--- src/hw/pcs_pkg.sv ---
/*
 * Package for the card socket signal control block: constants and types
 * shared by the top module and its per-socket status decoder.
 * Assumes one clock at 200 MHz and an active-high asynchronous reset.
 */
// Function
// - Memory mode: low first battery input means card battery dead.
// - I/O mode: first battery input is a status change, may raise interrupt.
// - Memory mode: low second battery input means card battery weak.
// - I/O mode: second battery input is card audio, routed to chip output.
// - With DMA enabled, request comes from battery-warn or write-protect input.
// - An asserted card-detect input means a card is properly seated.
// - Socket A may qualify insertion with two detects; socket B has one.
// - Direction output is high during write cycles, device toward card.
// - Direction output is low during read cycles, card toward device.
// - Direction is coordinated with low and high byte enables for buffers.
// - Each socket has an upper byte enable used when upper byte transfers.
// - Each socket has a lower byte enable used when lower byte transfers.
// - Attribute select high for common memory, low for attribute and I/O.
package pcs_pkg;
    // Output levels of the card-side controls; the byte enables and the attribute select are active low.
    localparam logic BYTE_EN_ON = 1'h0;
    localparam logic BYTE_EN_OFF = 1'h1;
    localparam logic DIR_WRITE = 1'h1;
    localparam logic DIR_READ = 1'h0;
    localparam logic ATTR_SEL_COMMON = 1'h1;
    localparam logic ATTR_SEL_OTHER = 1'h0;
    // Reset value of the audio output.
    localparam logic AUDIO_RST = 1'h0;
    // Selector values for the DMA request source.
    localparam logic DMA_SRC_BATT = 1'h0;
    localparam logic DMA_SRC_WP = 1'h1;

    // Access space of a card cycle.
    typedef enum logic [1:0] {
        PCS_SPACE_COMMON = 2'b00,
        PCS_SPACE_ATTR = 2'b01,
        PCS_SPACE_IO = 2'b10
    } pcs_space_t;

    // Cycle sequencer state.
    typedef enum logic [1:0] {
        PCS_IDLE = 2'b00,
        PCS_ACTIVE = 2'b01
    } pcs_state_t;
endpackage

--- src/hw/pcs_sock_status.sv ---
/*
 * Per-socket status decoder: interprets synchronised battery, write-protect
 * and detect inputs according to the socket's configuration.
 * Assumes its inputs are already synchronised to clk.
 */
`timescale 1ns/1ps
module pcs_sock_status #(
    parameter int DUAL_DETECT = 1
) (
    input wire logic clk,
    input wire logic rst,
    input wire logic io_mode,
    input wire logic dma_en,
    input wire logic dma_src,
    input wire logic dual_det_en,
    input wire logic batt_dead_in,
    input wire logic batt_warn_in,
    input wire logic wp_in,
    input wire logic present_1,
    input wire logic present_2,
    output logic batt_dead_q,
    output logic batt_weak_q,
    output logic status_chg_q,
    output logic card_audio_q,
    output logic dma_req_q,
    output logic seated_q
);
    import pcs_pkg::*;

    logic seated_d;

    // Detects are active low; dual mode needs both pins low.
    always_comb begin
        if (DUAL_DETECT != 0 && dual_det_en) begin
            seated_d = !present_1 && !present_2;
        end else begin
            seated_d = !present_1;
        end
    end

    // Battery status only means something in memory mode.
    always_ff @(posedge clk or posedge rst) begin
        if (rst) begin
            batt_dead_q <= 1'h0;
            batt_weak_q <= 1'h0;
        end else begin
            batt_dead_q <= !io_mode && !batt_dead_in;
            batt_weak_q <= !io_mode && !batt_warn_in;
        end
    end

    // In I/O mode the same pins carry status change and audio.
    always_ff @(posedge clk or posedge rst) begin
        if (rst) begin
            status_chg_q <= 1'h0;
            card_audio_q <= 1'h0;
        end else begin
            status_chg_q <= io_mode && !batt_dead_in;
            card_audio_q <= io_mode && batt_warn_in;
        end
    end

    // The DMA request source is a programmable choice of two pins.
    always_ff @(posedge clk or posedge rst) begin
        if (rst) begin
            dma_req_q <= 1'h0;
        end else begin
            dma_req_q <= dma_en && ((dma_src == DMA_SRC_WP) ? wp_in : batt_warn_in);
        end
    end

    // Seated state is registered so a bouncing contact settles one cycle late.
    always_ff @(posedge clk or posedge rst) begin
        if (rst) begin
            seated_q <= 1'h0;
        end else begin
            seated_q <= seated_d;
        end
    end

    dead_mem_a: assert property (@(posedge clk) disable iff (rst)
        (!io_mode && !batt_dead_in) |=> batt_dead_q)
        else $error("dead battery not reported");
    chg_io_a: assert property (@(posedge clk) disable iff (rst)
        (io_mode && !batt_dead_in) |=> (status_chg_q && !batt_dead_q))
        else $error("status change not reported");
    weak_mem_a: assert property (@(posedge clk) disable iff (rst)
        (!io_mode && !batt_warn_in) |=> batt_weak_q)
        else $error("weak battery not reported");
    dma_wp_a: assert property (@(posedge clk) disable iff (rst)
        (dma_en && dma_src == DMA_SRC_WP) |=> (dma_req_q == $past(wp_in)))
        else $error("dma request source wrong");
    seat_single_a: assert property (@(posedge clk) disable iff (rst)
        (!dual_det_en && !present_1) |=> seated_q)
        else $error("seated card missed");
endmodule

--- src/hw/pcs_top.sv ---
/*
 * Card socket signal control for two sockets: input synchronisers, status
 * decode, audio routing, and the buffer direction, byte enable and
 * attribute select outputs for each card cycle.
 * Assumes the cycle request comes from same-clock bus logic and holds until
 * cyc_done; card pins are asynchronous and are synchronised here.
 */
`timescale 1ns/1ps
module pcs_top (
    input wire logic clk,
    input wire logic rst,
    // Socket configuration from the controller's own registers.
    input wire logic sock_a_io_mode,
    input wire logic sock_b_io_mode,
    input wire logic sock_a_dma_en,
    input wire logic sock_b_dma_en,
    input wire logic sock_a_dma_src,
    input wire logic sock_b_dma_src,
    input wire logic sock_a_dual_detect,
    input wire logic audio_route_en,
    // Card pins.
    input wire logic sock_a_batt_dead_in,
    input wire logic sock_b_batt_dead_in,
    input wire logic sock_a_batt_warn_in,
    input wire logic sock_b_batt_warn_in,
    input wire logic sock_a_wp_in,
    input wire logic sock_b_wp_in,
    input wire logic sock_a_present_1,
    input wire logic sock_a_present_2,
    input wire logic sock_b_present,
    // Cycle request from the bus side.
    input wire logic cyc_req,
    input wire logic cyc_sock_b,
    input wire logic cyc_write,
    input wire logic cyc_lower,
    input wire logic cyc_upper,
    input wire pcs_pkg::pcs_space_t cyc_space,
    input wire logic cyc_done,
    // Decoded status.
    output logic sock_a_batt_dead,
    output logic sock_b_batt_dead,
    output logic sock_a_batt_weak,
    output logic sock_b_batt_weak,
    output logic sock_a_status_chg,
    output logic sock_b_status_chg,
    output logic sock_a_dma_req,
    output logic sock_b_dma_req,
    output logic sock_a_seated,
    output logic sock_b_seated,
    output logic chip_audio_out,
    // Card buffer controls.
    output logic card_buffer_direction,
    output logic sock_a_lower_byte_en,
    output logic sock_a_upper_byte_en,
    output logic sock_b_lower_byte_en,
    output logic sock_b_upper_byte_en,
    output logic sock_a_attr_sel,
    output logic sock_b_attr_sel,
    output logic cyc_busy
);
    import pcs_pkg::*;

    localparam int NSYNC = 9;

    logic [NSYNC-1:0] pin_raw;
    logic [NSYNC-1:0] sync1_q;
    logic [NSYNC-1:0] sync2_q;
    logic a_audio;
    logic b_audio;
    pcs_state_t state_q;
    logic dir_q;
    logic [1:0] a_en_q;
    logic [1:0] b_en_q;
    logic a_attr_q;
    logic b_attr_q;
    logic audio_q;

    assign pin_raw = {sock_a_batt_dead_in, sock_a_batt_warn_in, sock_a_wp_in,
                      sock_a_present_1, sock_a_present_2, sock_b_batt_dead_in,
                      sock_b_batt_warn_in, sock_b_wp_in, sock_b_present};

    // Two-flop synchronisers; detect pins reset high so no card shows first.
    always_ff @(posedge clk or posedge rst) begin
        if (rst) begin
            sync1_q <= '1;
            sync2_q <= '1;
        end else begin
            sync1_q <= pin_raw;
            sync2_q <= sync1_q;
        end
    end

    pcs_sock_status #(.DUAL_DETECT(1)) u_sock_a (
        .clk(clk),
        .rst(rst),
        .io_mode(sock_a_io_mode),
        .dma_en(sock_a_dma_en),
        .dma_src(sock_a_dma_src),
        .dual_det_en(sock_a_dual_detect),
        .batt_dead_in(sync2_q[8]),
        .batt_warn_in(sync2_q[7]),
        .wp_in(sync2_q[6]),
        .present_1(sync2_q[5]),
        .present_2(sync2_q[4]),
        .batt_dead_q(sock_a_batt_dead),
        .batt_weak_q(sock_a_batt_weak),
        .status_chg_q(sock_a_status_chg),
        .card_audio_q(a_audio),
        .dma_req_q(sock_a_dma_req),
        .seated_q(sock_a_seated)
    );

    // Socket B has a single detect pin, so dual qualification is built out.
    pcs_sock_status #(.DUAL_DETECT(0)) u_sock_b (
        .clk(clk),
        .rst(rst),
        .io_mode(sock_b_io_mode),
        .dma_en(sock_b_dma_en),
        .dma_src(sock_b_dma_src),
        .dual_det_en(1'h0),
        .batt_dead_in(sync2_q[3]),
        .batt_warn_in(sync2_q[2]),
        .wp_in(sync2_q[1]),
        .present_1(sync2_q[0]),
        .present_2(1'h1),
        .batt_dead_q(sock_b_batt_dead),
        .batt_weak_q(sock_b_batt_weak),
        .status_chg_q(sock_b_status_chg),
        .card_audio_q(b_audio),
        .dma_req_q(sock_b_dma_req),
        .seated_q(sock_b_seated)
    );

    // Both sockets' audio mix by XOR, the usual way two speaker lines share.
    always_ff @(posedge clk or posedge rst) begin
        if (rst) begin
            audio_q <= AUDIO_RST;
        end else begin
            audio_q <= audio_route_en && (a_audio ^ b_audio);
        end
    end
    assign chip_audio_out = audio_q;

    // Cycle sequencer: idle until a request, active until done.
    always_ff @(posedge clk or posedge rst) begin
        if (rst) begin
            state_q <= PCS_IDLE;
        end else begin
            unique case (state_q)
                PCS_IDLE: begin
                    if (cyc_req) begin
                        state_q <= PCS_ACTIVE;
                    end
                end
                PCS_ACTIVE: begin
                    if (cyc_done) begin
                        state_q <= PCS_IDLE;
                    end
                end
                default: begin
                    state_q <= PCS_IDLE;
                end
            endcase
        end
    end

    // Direction and byte enables move together; when idle they fall back to
    // read and off so no buffer fights the card bus.
    always_ff @(posedge clk or posedge rst) begin
        if (rst) begin
            dir_q <= DIR_READ;
            a_en_q <= {2{BYTE_EN_OFF}};
            b_en_q <= {2{BYTE_EN_OFF}};
        end else if ((state_q == PCS_IDLE) && cyc_req) begin
            dir_q <= cyc_write ? DIR_WRITE : DIR_READ;
            a_en_q[0] <= (!cyc_sock_b && cyc_lower) ? BYTE_EN_ON : BYTE_EN_OFF;
            a_en_q[1] <= (!cyc_sock_b && cyc_upper) ? BYTE_EN_ON : BYTE_EN_OFF;
            b_en_q[0] <= (cyc_sock_b && cyc_lower) ? BYTE_EN_ON : BYTE_EN_OFF;
            b_en_q[1] <= (cyc_sock_b && cyc_upper) ? BYTE_EN_ON : BYTE_EN_OFF;
        end else if ((state_q == PCS_ACTIVE) && cyc_done) begin
            dir_q <= DIR_READ;
            a_en_q <= {2{BYTE_EN_OFF}};
            b_en_q <= {2{BYTE_EN_OFF}};
        end
    end

    // Attribute select is latched per socket for the addressed socket only.
    always_ff @(posedge clk or posedge rst) begin
        if (rst) begin
            a_attr_q <= ATTR_SEL_COMMON;
            b_attr_q <= ATTR_SEL_COMMON;
        end else if ((state_q == PCS_IDLE) && cyc_req) begin
            if (cyc_sock_b) begin
                b_attr_q <= (cyc_space == PCS_SPACE_COMMON) ? ATTR_SEL_COMMON
                    : ATTR_SEL_OTHER;
            end else begin
                a_attr_q <= (cyc_space == PCS_SPACE_COMMON) ? ATTR_SEL_COMMON
                    : ATTR_SEL_OTHER;
            end
        end
    end

    assign card_buffer_direction = dir_q;
    assign sock_a_lower_byte_en = a_en_q[0];
    assign sock_a_upper_byte_en = a_en_q[1];
    assign sock_b_lower_byte_en = b_en_q[0];
    assign sock_b_upper_byte_en = b_en_q[1];
    assign sock_a_attr_sel = a_attr_q;
    assign sock_b_attr_sel = b_attr_q;
    assign cyc_busy = (state_q == PCS_ACTIVE);

    wr_dir_a: assert property (@(posedge clk) disable iff (rst)
        ((state_q == PCS_IDLE) && cyc_req && cyc_write)
            |=> (card_buffer_direction && cyc_busy))
        else $error("write direction not high");
    rd_dir_a: assert property (@(posedge clk) disable iff (rst)
        ((state_q == PCS_IDLE) && cyc_req && !cyc_write) |=> !card_buffer_direction)
        else $error("read direction not low");
    upper_en_a: assert property (@(posedge clk) disable iff (rst)
        ((state_q == PCS_IDLE) && cyc_req && !cyc_sock_b && cyc_upper)
            |=> (!sock_a_upper_byte_en && sock_b_upper_byte_en))
        else $error("upper enable wrong");
    lower_en_a: assert property (@(posedge clk) disable iff (rst)
        ((state_q == PCS_IDLE) && cyc_req && cyc_sock_b && cyc_lower)
            |=> (!sock_b_lower_byte_en && sock_a_lower_byte_en))
        else $error("lower enable wrong");
    idle_quiet_a: assert property (@(posedge clk) disable iff (rst)
        !cyc_busy |-> (!card_buffer_direction && sock_a_lower_byte_en && sock_a_upper_byte_en
            && sock_b_lower_byte_en && sock_b_upper_byte_en))
        else $error("buffers active while idle");
    attr_sel_a: assert property (@(posedge clk) disable iff (rst)
        ((state_q == PCS_IDLE) && cyc_req && !cyc_sock_b && cyc_space != PCS_SPACE_COMMON)
            |=> !sock_a_attr_sel)
        else $error("attribute select not low");
    audio_off_a: assert property (@(posedge clk) disable iff (rst)
        !audio_route_en |=> !chip_audio_out)
        else $error("audio passed while disabled");
endmodule

--- config.mk ---
export PLATFORM = sky130hd
export DESIGN_NAME = pcs_top
export DESIGN_NICKNAME = d
export VERILOG_FILES = /design/src/hw/pcs_pkg.sv /design/src/hw/pcs_sock_status.sv /design/src/hw/pcs_top.sv
export SDC_FILE = /design/constraint.sdc
export NUM_CORES = 1
export LEC_CHECK = 0
export BUFFER_PORTS_ARGS = -buffer_cell sky130_fd_sc_hd__buf_2
export CORE_ASPECT_RATIO = 2
export CORE_MARGIN = 3
export CORE_UTILIZATION = 42
export DETAILED_ROUTE_END_ITERATION = 12
export PLACE_DENSITY = 0.76
export SYNTH_ARGS = -nofsm -noshare
export SYNTH_HDL_FRONTEND = slang
export SYNTH_HIERARCHICAL = 1
export SYNTH_SLANG_ARGS = --single-unit
--- constraint.sdc ---
create_clock -name clk -period 1 [get_ports clk]
set_input_delay 0.05 -clock clk [delete_from_list [all_inputs] [get_ports clk]]
set_output_delay 0.05 -clock clk [all_outputs]
set_load 0.05 [all_outputs]
[Yosys cells after proc, flatten, opt, wreduce, memory -nomap -nowiden]
Index checks and enable logic that the tools add are counted.
Operators by class
  eq/ne operators: 3
  bitwise operators: 2
  multiplexer cells: 17
  reductions and logical operators: 34
Operator list (count)
  1-bit logical AND: 18
  1-bit 2-to-1 mux: 11
  1-bit zero test: 10
  2-bit 2-to-1 mux: 5
  2-bit AND reduction: 3
  2-bit zero test: 2
  2-bit != test, second input constant: 2
  2-bit case mux with 2 select lines: 1
  2-bit by 1-bit equality test with 1-bit output, second input constant: 1
  2-bit nonzero test: 1
  1-bit inverter: 1
  1-bit bitwise XOR: 1
Word-level totals
  output and inout bits: 19
  flip-flop bits (word level): 40
  input port bits: 27
  logic and storage cells: 77

[Longest topological paths before layout]
Gate-level depths: netlist of the first run.
  depth after elaboration: 4
  depth in mapped cells: 2
  gate-level depth less buffers: 2

[Modules after synthesis]
Netlist of the first run, hierarchy kept.
Modules (own cells, without submodules)
  pcs_top: area each 864.6 um^2, times used 1, cells an instance 51, sequential area each 705.7 um^2
  pcs_sock_status at u_sock_a: area each 195.2 um^2, times used 1, cells an instance 14, sequential area each 150.1 um^2
  pcs_sock_status at u_sock_b: area each 193.9 um^2, times used 1, cells an instance 14, sequential area each 150.1 um^2

[Least setup slack after synthesis of the first run]
No wires, ideal clock.
  kind: register to register
  from: register state_q[0]
  to: register a_attr_q, in the netlist sock_a_attr_sel
  path buffers: 0
  data arrival time: 1.200 ns
  period minus slack after synthesis: 1.285 ns
  setup time: 0.085 ns
  path slack: -0.285 ns
  stages on the path, launching flop included: 3
  data required time: 0.915 ns
  cells stage by stage: dfrtp_1 > nor3b_1 > mux2_1
Between the ends
  longest elaborated chain between the ends: 3
RTL lines
  from (decl): line pcs_top.sv:70  | pcs_state_t state_q;
  from (signal assigned): line pcs_top.sv:147  | state_q <= PCS_IDLE;
  from (signal assigned): line pcs_top.sv:152  | state_q <= PCS_ACTIVE;
  from (signal assigned): line pcs_top.sv:157  | state_q <= PCS_IDLE;
  2-bit zero test: line pcs_top.sv:192  | end else if ((state_q == PCS_IDLE) && cyc_req) begin
  1-bit logical AND: line pcs_top.sv:192
  2-bit AND reduction (no source line)
  to (signal assigned): line pcs_top.sv:197  | a_attr_q <= (cyc_space == PCS_SPACE_COMMON) ? ATTR_SEL_COMMON
  to (decl): line pcs_top.sv:74  | logic a_attr_q;
Every way passes these cells.
A chain may end at the register's enable or synchronous reset.

[Worst setup path after layout of the first run]
Ends and elaborated chain as after synthesis.

==> flow_summary_export.csv, run 1 <==
group,metric,value,unit
cells_and_area,most_used_cells_in_the_layout_excluding_fill_and_tap_cells,"sky130_fd_sc_hd__buf_2, sky130_fd_sc_hd__dfstp_2, sky130_fd_sc_hd__dlygate4sd3_1",
timing,post-route-worst-setup-slack,-0.05086,ns
timing,fin_crit,1.051,ns
worst_setup_path,crit_path_end_kind,"flip-flop",
cells_and_area,post_route_cells_drive_above_1_share,53.59,%
worst_setup_path,worst-endpoint-arrival,1.26,ns
die,ios,46,
cells_and_area,layout.cell_area.non_filler,1897,um^2
global_route,first_global_vias,884,
worst_setup_path,cell_type_group_with_the_largest_total_delay_on_the_critical_path,"flip-flops",
route,via_count,807,
timing,worst-slew-pin-transition,0.3037,ns
global_route,global_route_wire_length_before_repair,3.705,mm
min_path,worst_hold_path_class,"in -> reg",
die,start_util,44.44,%
synthesis,synth_fp_nets,104,
global_route,gr-total-overflow,0,
worst_setup_path,critical_path_s_largest_stage_delay,0.47,ns
worst_setup_path,crit_start,"state_q[0]",
die,chipWidth,44.52,um
global_route,grt_antenna_before_repair,0,
worst_setup_path,largest_driver_fanout_on_the_critical_path,6,
cells_and_area,postLayoutCoreUtil,67.65,%
route,detailedRoute.firstIterationViolations,4,
timing,fin_worst_skew,0.007093,ns
place,placedInstanceArea,1521,um^2
global_route,grt_start_max_net_pins,27,
timing,slew-limit-headroom,79.75,%
cells_and_area,finish.net_count,179,
route,length_of_the_first_detailed_routing_pass_in_iterations,3,
worst_setup_path,timing.critical_path.slowest_stage_cell,"sky130_fd_sc_hd__dfrtp_2",
global_route,globalRouteTotalUtil,14.01,%
cells_and_area,layout_commonest_cell,"sky130_fd_sc_hd__buf_2",
clock_tree,cts_sinks,39,
synthesis,synth_area_per_cell,16.18,um^2
outcome,failing_checks,"negative setup slack",
timing,timing.final.crit_share,105.1,%
min_path,hold_path.startpoint,"cyc_sock_b",
worst_setup_path,critPathKind,"reg -> reg",
route,wl_per_cell,11.87,um
cells_and_area,n_fill_cell,197,
clock_tree,numCtsBuffers,5,
die,num_rows,27,
place,place.port_buffers,45,
timing,finalHoldViolCount,0,
place,routabilityCongestion,0.6628,
place,hpwlAfterDp,1.501,mm
die,die_area,3696,um^2
job,drv_cap,0,
clock_tree,ctsHtreeMaxLevel,2,
clock_tree,clock_tree_from_tritoncts,"yes",
die,placeableCoreArea,2804,um^2
clock_tree,clk_path_buf_depth,2,
timing,final_layout_setup_total_negative_slack,-0.2170,ns
timing,setup_viol,8,
power_and_ir_drop,p_per_area,1812,nW/um^2
timing,clock.fmax,951.6,MHz
clock_tree,cell_at_the_root_of_the_clock_tree,"sky130_fd_sc_hd__clkbuf_8",
timing,finalMaxSlewViolations,0,
synthesis,synthesis.yosys.warnings,6,
power_and_ir_drop,worst_ir_drop_vdd,0.001374,V
worst_setup_path,setup.worst_path.start_class,"flip-flop",
synthesis,mappedNetlistArea,1246,um^2
route,finalWirelength,2.161,mm
synthesis,synthesis.instances,77,
cells_and_area,antenna-diode-count,0,
power_and_ir_drop,static_leak,0.9317,nW
cells_and_area,syn_to_final_growth,52.21,%
route,drt_drc_violations_left,0,
route,vias_per_cell,4.434,
worst_setup_path,reg2reg_from,"state_q[0]",
clock_tree,clock_insertion_delay_at_the_later_pin_of_the_skew_report,0.28,ns
timing,unrepaired_setup_endpoints_after_global_routing,"true",
timing,finalHoldWorstSlack,0.05254,ns
route,drtAntennaViolNets,0,
outcome,outcome,"finished, violations left",
worst_setup_path,timing.critical_path.cells,"nor3b_2 -> mux2_4",
worst_setup_path,critical_path_required,1.21,ns
clock_tree,clk_transition_reported_paths,0.07,ns
die,fp.dieH,83.04,um
worst_setup_path,cp.buffers_inverters,0,
[what timing repair did]
action,4_1_cts,5_1_grt
endpoints found under the hold margin,38,0
gates cloned,0,0
endpoints found under the setup margin,9,10
gates resized for setup,22,0
hold buffers,21,0
setup buffers,1,0
[routing by layer]
layer / vias to the layer above / GRT usage (%) / share of wire (%)
met5: - / 0 / 0
met4: 0 / 8.242 / 2.8
met3: 6 / 5.857 / 6.5
met2: 27 / 23.46 / 56
met1: 379 / 13.27 / 35
li1: 395 / - / -
[path summary, 6_finish.rpt]
| kind | end | slack (ns) | cells past startpoint |
|---|---|---|---|
| max | sock_a_attr_sel | -0.05 | 2 |
| min | a_en_q[0] | 0.05 | 3 |
| max reg2reg | sock_a_attr_sel | -0.05 | 2 |
| min reg2reg | sync2_q[1] | 0.35 | 0 |
| min in group asynchronous | chip_audio_out | 0.17 | 3 |
| max in group asynchronous | sync2_q[5] | 0.30 | 4 |
[where the power goes]
part | internal [mW] | switching, mW
combinational | 0.286 | 0.388
sequential | 1.74 | 0.0680
clock | 0.494 | 0.458
[final cells by class]
cell class,count,area (um^2),share of cell area [%]
Timing Repair Buffer,68,513.0,27.04
Tap cell,29,36.28,1.913
Sequential cell,39,1007,53.10
Multi-Input combinational cell,29,226.5,11.94
Inverter,9,33.78,1.781
Clock buffer,8,80.08,4.222
[registers in the layout, summed over array words and instances, names as in the netlist]
signal                 flops
a_en_q                     2
u_sock_b/seated_q          1
u_sock_a/card_audio_q      1
u_sock_a/dma_req_q         1
state_q                    1
u_sock_b/status_chg_q      1
u_sock_b/batt_weak_q       1
u_sock_a/seated_q          1
u_sock_a/batt_weak_q       1
sync2_q                    9
u_sock_b/dma_req_q         1
u_sock_a/status_chg_q      1
card_buffer_direction      1
u_sock_a/batt_dead_q       1
sock_b_attr_sel            1
sock_a_attr_sel            1
b_en_q                     2
u_sock_b/batt_dead_q       1
sync1_q                    9
chip_audio_out             1
u_sock_b/card_audio_q      1
[metrics by stage]
step,power (mW),cells,setup WS (ns)
finish,3.438,182,-0.05086
detailed placement,2.341,152,-0.03552
floorplan,2.177,77,-0.1265
CTS,3.496,182,-0.05640
global route,3.624,182,-0.07867
global placement,2.323,152,-0.005090
[tightest hold or removal path, stage by stage]
cell and delay (ns):
sky130_fd_sc_hd__buf_2 0.12, sky130_fd_sc_hd__inv_1 0.07, sky130_fd_sc_hd__a32oi_1 0.09
Power figures use the tool's default switching activity.
==> run 2, diff against run 1 <==
Settings changed: ABC_AREA from default to 1, CORE_UTILIZATION 42 to 43, PLACE_DENSITY 0.76 to 0.77.
==> run 2 against run 1 <==
  * The flow still finishes with violations (negative setup slack)
  * Critical path type is now reg -> out
  * First-iteration DRC count grew to 3.0 times the previous value
  * Clock-buffer cell count shrank 1
  * Wire length grew 20%
  * Critical endpoint is now sock_a_lower_byte_en
  * Synthesized area grew 2.3%
  * Non-clock buffer count shrank 1
  * Sequential power grew 3%
  * Via count grew 19%
  * Largest cell class unchanged
  * Register-to-register slack gained 0.12 ns
  * Synthesized cell count grew 36%
  * Clock power grew 9%
  * Clock skew is essentially flat
==> flow_summary_export.csv, run 2 <==
group,metric,value,unit
outcome,outcome,"finished, violations left",
outcome,failing_checks,"negative setup slack",
route,finalWirelength,2.597,mm
die,start_util,45.47,%
clock_tree,cell_at_the_root_of_the_clock_tree,"sky130_fd_sc_hd__clkbuf_8",
cells_and_area,layout_commonest_cell,"sky130_fd_sc_hd__buf_2",
route,drtAntennaViolNets,0,
global_route,grt_antenna_before_repair,0,
clock_tree,cts_sinks,39,
clock_tree,ctsHtreeMaxLevel,2,
synthesis,mappedNetlistArea,1275,um^2
cells_and_area,layout.cell_area.non_filler,1909,um^2
cells_and_area,layout_top_registers,"sync1_q x9, sync2_q x9",
timing,unrepaired_setup_endpoints_after_global_routing,"true",
timing,clock.fmax,952.6,MHz
timing,fin_crit,1.050,ns
cells_and_area,post_route_cells_drive_above_1_share,45.00,%
global_route,globalRouteTotalUtil,15.88,%
worst_setup_path,crit_path_end_kind,"primary output",
global_route,global_route_wire_length_before_repair,4.257,mm
worst_setup_path,r2r_setup_slack,0.07,ns
worst_setup_path,setup.worst_path.start_class,"flip-flop",
global_route,gr-total-overflow,0,
global_route,grt_start_max_net_pins,15,
route,drt_drc_violations_left,0,
timing,slew-limit-headroom,83.25,%
synthesis,synth_area_per_cell,12.14,um^2
cells_and_area,antenna-diode-count,0,
worst_setup_path,crit_start,"a_en_q[0]",
die,fp.dieH,83.01,um
worst_setup_path,worst_r2r_endpoint,"sock_a_attr_sel",
worst_setup_path,cell_type_group_with_the_largest_total_delay_on_the_critical_path,"flip-flops",
route,via_count,960,
synthesis,synthesis.yosys.warnings,6,
timing,finalHoldWorstSlack,0.01165,ns
synthesis,synthesis.instances,105,
global_route,first_global_vias,1053,
power_and_ir_drop,static_leak,0.9888,nW
cells_and_area,finish.net_count,206,
timing,finalMaxSlewViolations,0,
worst_setup_path,critical_path.endpoint,"sock_a_lower_byte_en",
timing,worst-slew-pin-transition,0.2530,ns
die,placeableCoreArea,2804,um^2
route,wl_per_cell,12.43,um
cells_and_area,syn_to_final_growth,49.75,%
clock_tree,clock_tree_from_tritoncts,"yes",
job,drv_cap,0,
power_and_ir_drop,worst_ir_drop_vdd,0.001297,V
clock_tree,clk_path_buf_depth,2,
clock_tree,clock_insertion_delay_at_the_later_pin_of_the_skew_report,0.28,ns
worst_setup_path,reg2reg_from,"state_q[0]",
worst_setup_path,r2r_cells,4,
timing,setup_viol,6,
worst_setup_path,critPathKind,"reg -> out",
timing,finalHoldViolCount,0,
worst_setup_path,critical_path_required,0.95,ns
timing,fin_worst_skew,0.007447,ns
die,chipWidth,44.51,um
worst_setup_path,timing.critical_path.slowest_stage_cell,"sky130_fd_sc_hd__dfstp_2",
min_path,worst_hold_path_class,"in -> reg",
worst_setup_path,worst-path-stages,1,
power_and_ir_drop,p_per_area,1941,nW/um^2
route,length_of_the_first_detailed_routing_pass_in_iterations,4,
place,place.port_buffers,45,
worst_setup_path,largest_driver_fanout_on_the_critical_path,2,
route,detailedRoute.firstIterationViolations,12,
clock_tree,numCtsBuffers,5,
power_and_ir_drop,power,3.706,mW
worst_setup_path,timing.critical_path.cells,"buf_8",
worst_setup_path,cp.buffers_inverters,1,
die,ios,46,
worst_setup_path,worst-endpoint-arrival,1.00,ns
place,hpwlAfterDp,1.725,mm
synthesis,synth_fp_nets,132,
clock_tree,clk_transition_reported_paths,0.07,ns
die,die_area,3694,um^2
die,num_rows,27,
place,routabilityCongestion,0.7628,
cells_and_area,most_used_cells_in_the_layout_excluding_fill_and_tap_cells,"sky130_fd_sc_hd__buf_2, sky130_fd_sc_hd__nand2_1, sky130_fd_sc_hd__dfstp_2",
place,placedInstanceArea,1555,um^2
timing,timing.final.crit_share,105.0,%
timing,post-route-worst-setup-slack,-0.04975,ns
worst_setup_path,critical_path_s_largest_stage_delay,0.57,ns
route,vias_per_cell,4.593,
[run 2: cell types whose count changed in the layout (fill, tap and decap cells not counted), sizes merged, moves of 2 or more]
cell | previous run | this run
nand2 | 0 | 28
nand3 | 0 | 9
nor2 | 6 | 14
nor2b | 5 | 0
a32oi | 4 | 0
inv | 9 | 13
and2 | 3 | 0
mux2i | 3 | 0
mux2 | 2 | 0
[run 2: metrics by stage]
stage	cells	setup TNS (ns)	util (%)	setup slack (ns)
after CTS	209	-0.3040	68.09	-0.05437
after global routing	209	-0.3879	68.09	-0.08213
after global placement	181	0	55.47	0.1457
after floorplan	105	0	-	0.01450
after detailed placement	181	0	55.47	0.08597
final	209	-0.2388	68.09	-0.04975
[run 2: timing repair]
| action | 4_1_cts | 5_1_grt |
|---|---|---|
| hold buffers | 20 | 0 |
| setup buffers | 0 | 0 |
| gates cloned | 0 | 0 |
| gates resized for setup | 19 | 0 |
| setup endpoints to repair | 7 | 6 |
| hold endpoints to repair | 56 | 0 |
| pin swaps | 0 | 0 |
[run 2: how the worst min path moves through the flow]
| stage | to | cells after the start | slack (ns) | start |
|---|---|---|---|---|
| finish | u_sock_b/dma_req_q | 3 | 0.01 | sock_b_dma_src |
| floorplan | u_sock_a/batt_dead_q | 1 | -0.16 | rst |
| detailed placement | u_sock_a/seated_q | 2 | -0.01 | rst |
| CTS | u_sock_b/dma_req_q | 4 | 0.003 | sock_b_dma_src |
| global placement | u_sock_a/seated_q | 2 | -0.02 | rst |
| global route | sock_b_attr_sel | 3 | 0.03 | cyc_sock_b |
[run 2: power by group]
part           switching [mW]  internal (mW)  total (mW)
combinational           0.502          0.305       0.807
sequential             0.0876           1.77        1.86
clock                   0.484          0.555        1.04
[run 2: final cells by class]
type	instances	area (um^2)
Sequential cell	39	1007
Fill cell	207	894.6
Timing Repair Buffer	67	503.0
Multi-Input combinational cell	53	222.7
Clock buffer	7	86.33
Inverter	13	48.80
Tap cell	29	36.28
Clock inverter	1	5.005
[run 2: worst register-to-register path: stages (launching register included)]
cell,delay (ns)
sky130_fd_sc_hd__dfrtp_2,0.44
sky130_fd_sc_hd__inv_1,0.13
sky130_fd_sc_hd__nand3_1,0.14
sky130_fd_sc_hd__nand2_1,0.10
sky130_fd_sc_hd__nand2_1,0.06
[run 2: routing by layer]
metal,share of wire [%],vias to the layer above,routed length [um],GRT usage (%)
met5,0,-,0,0
met3,7.0,9,183,4.338
met4,3.2,0,82,9.615
li1,-,466,-,-
met2,55,49,1430,27.52
met1,35,436,900,15.38
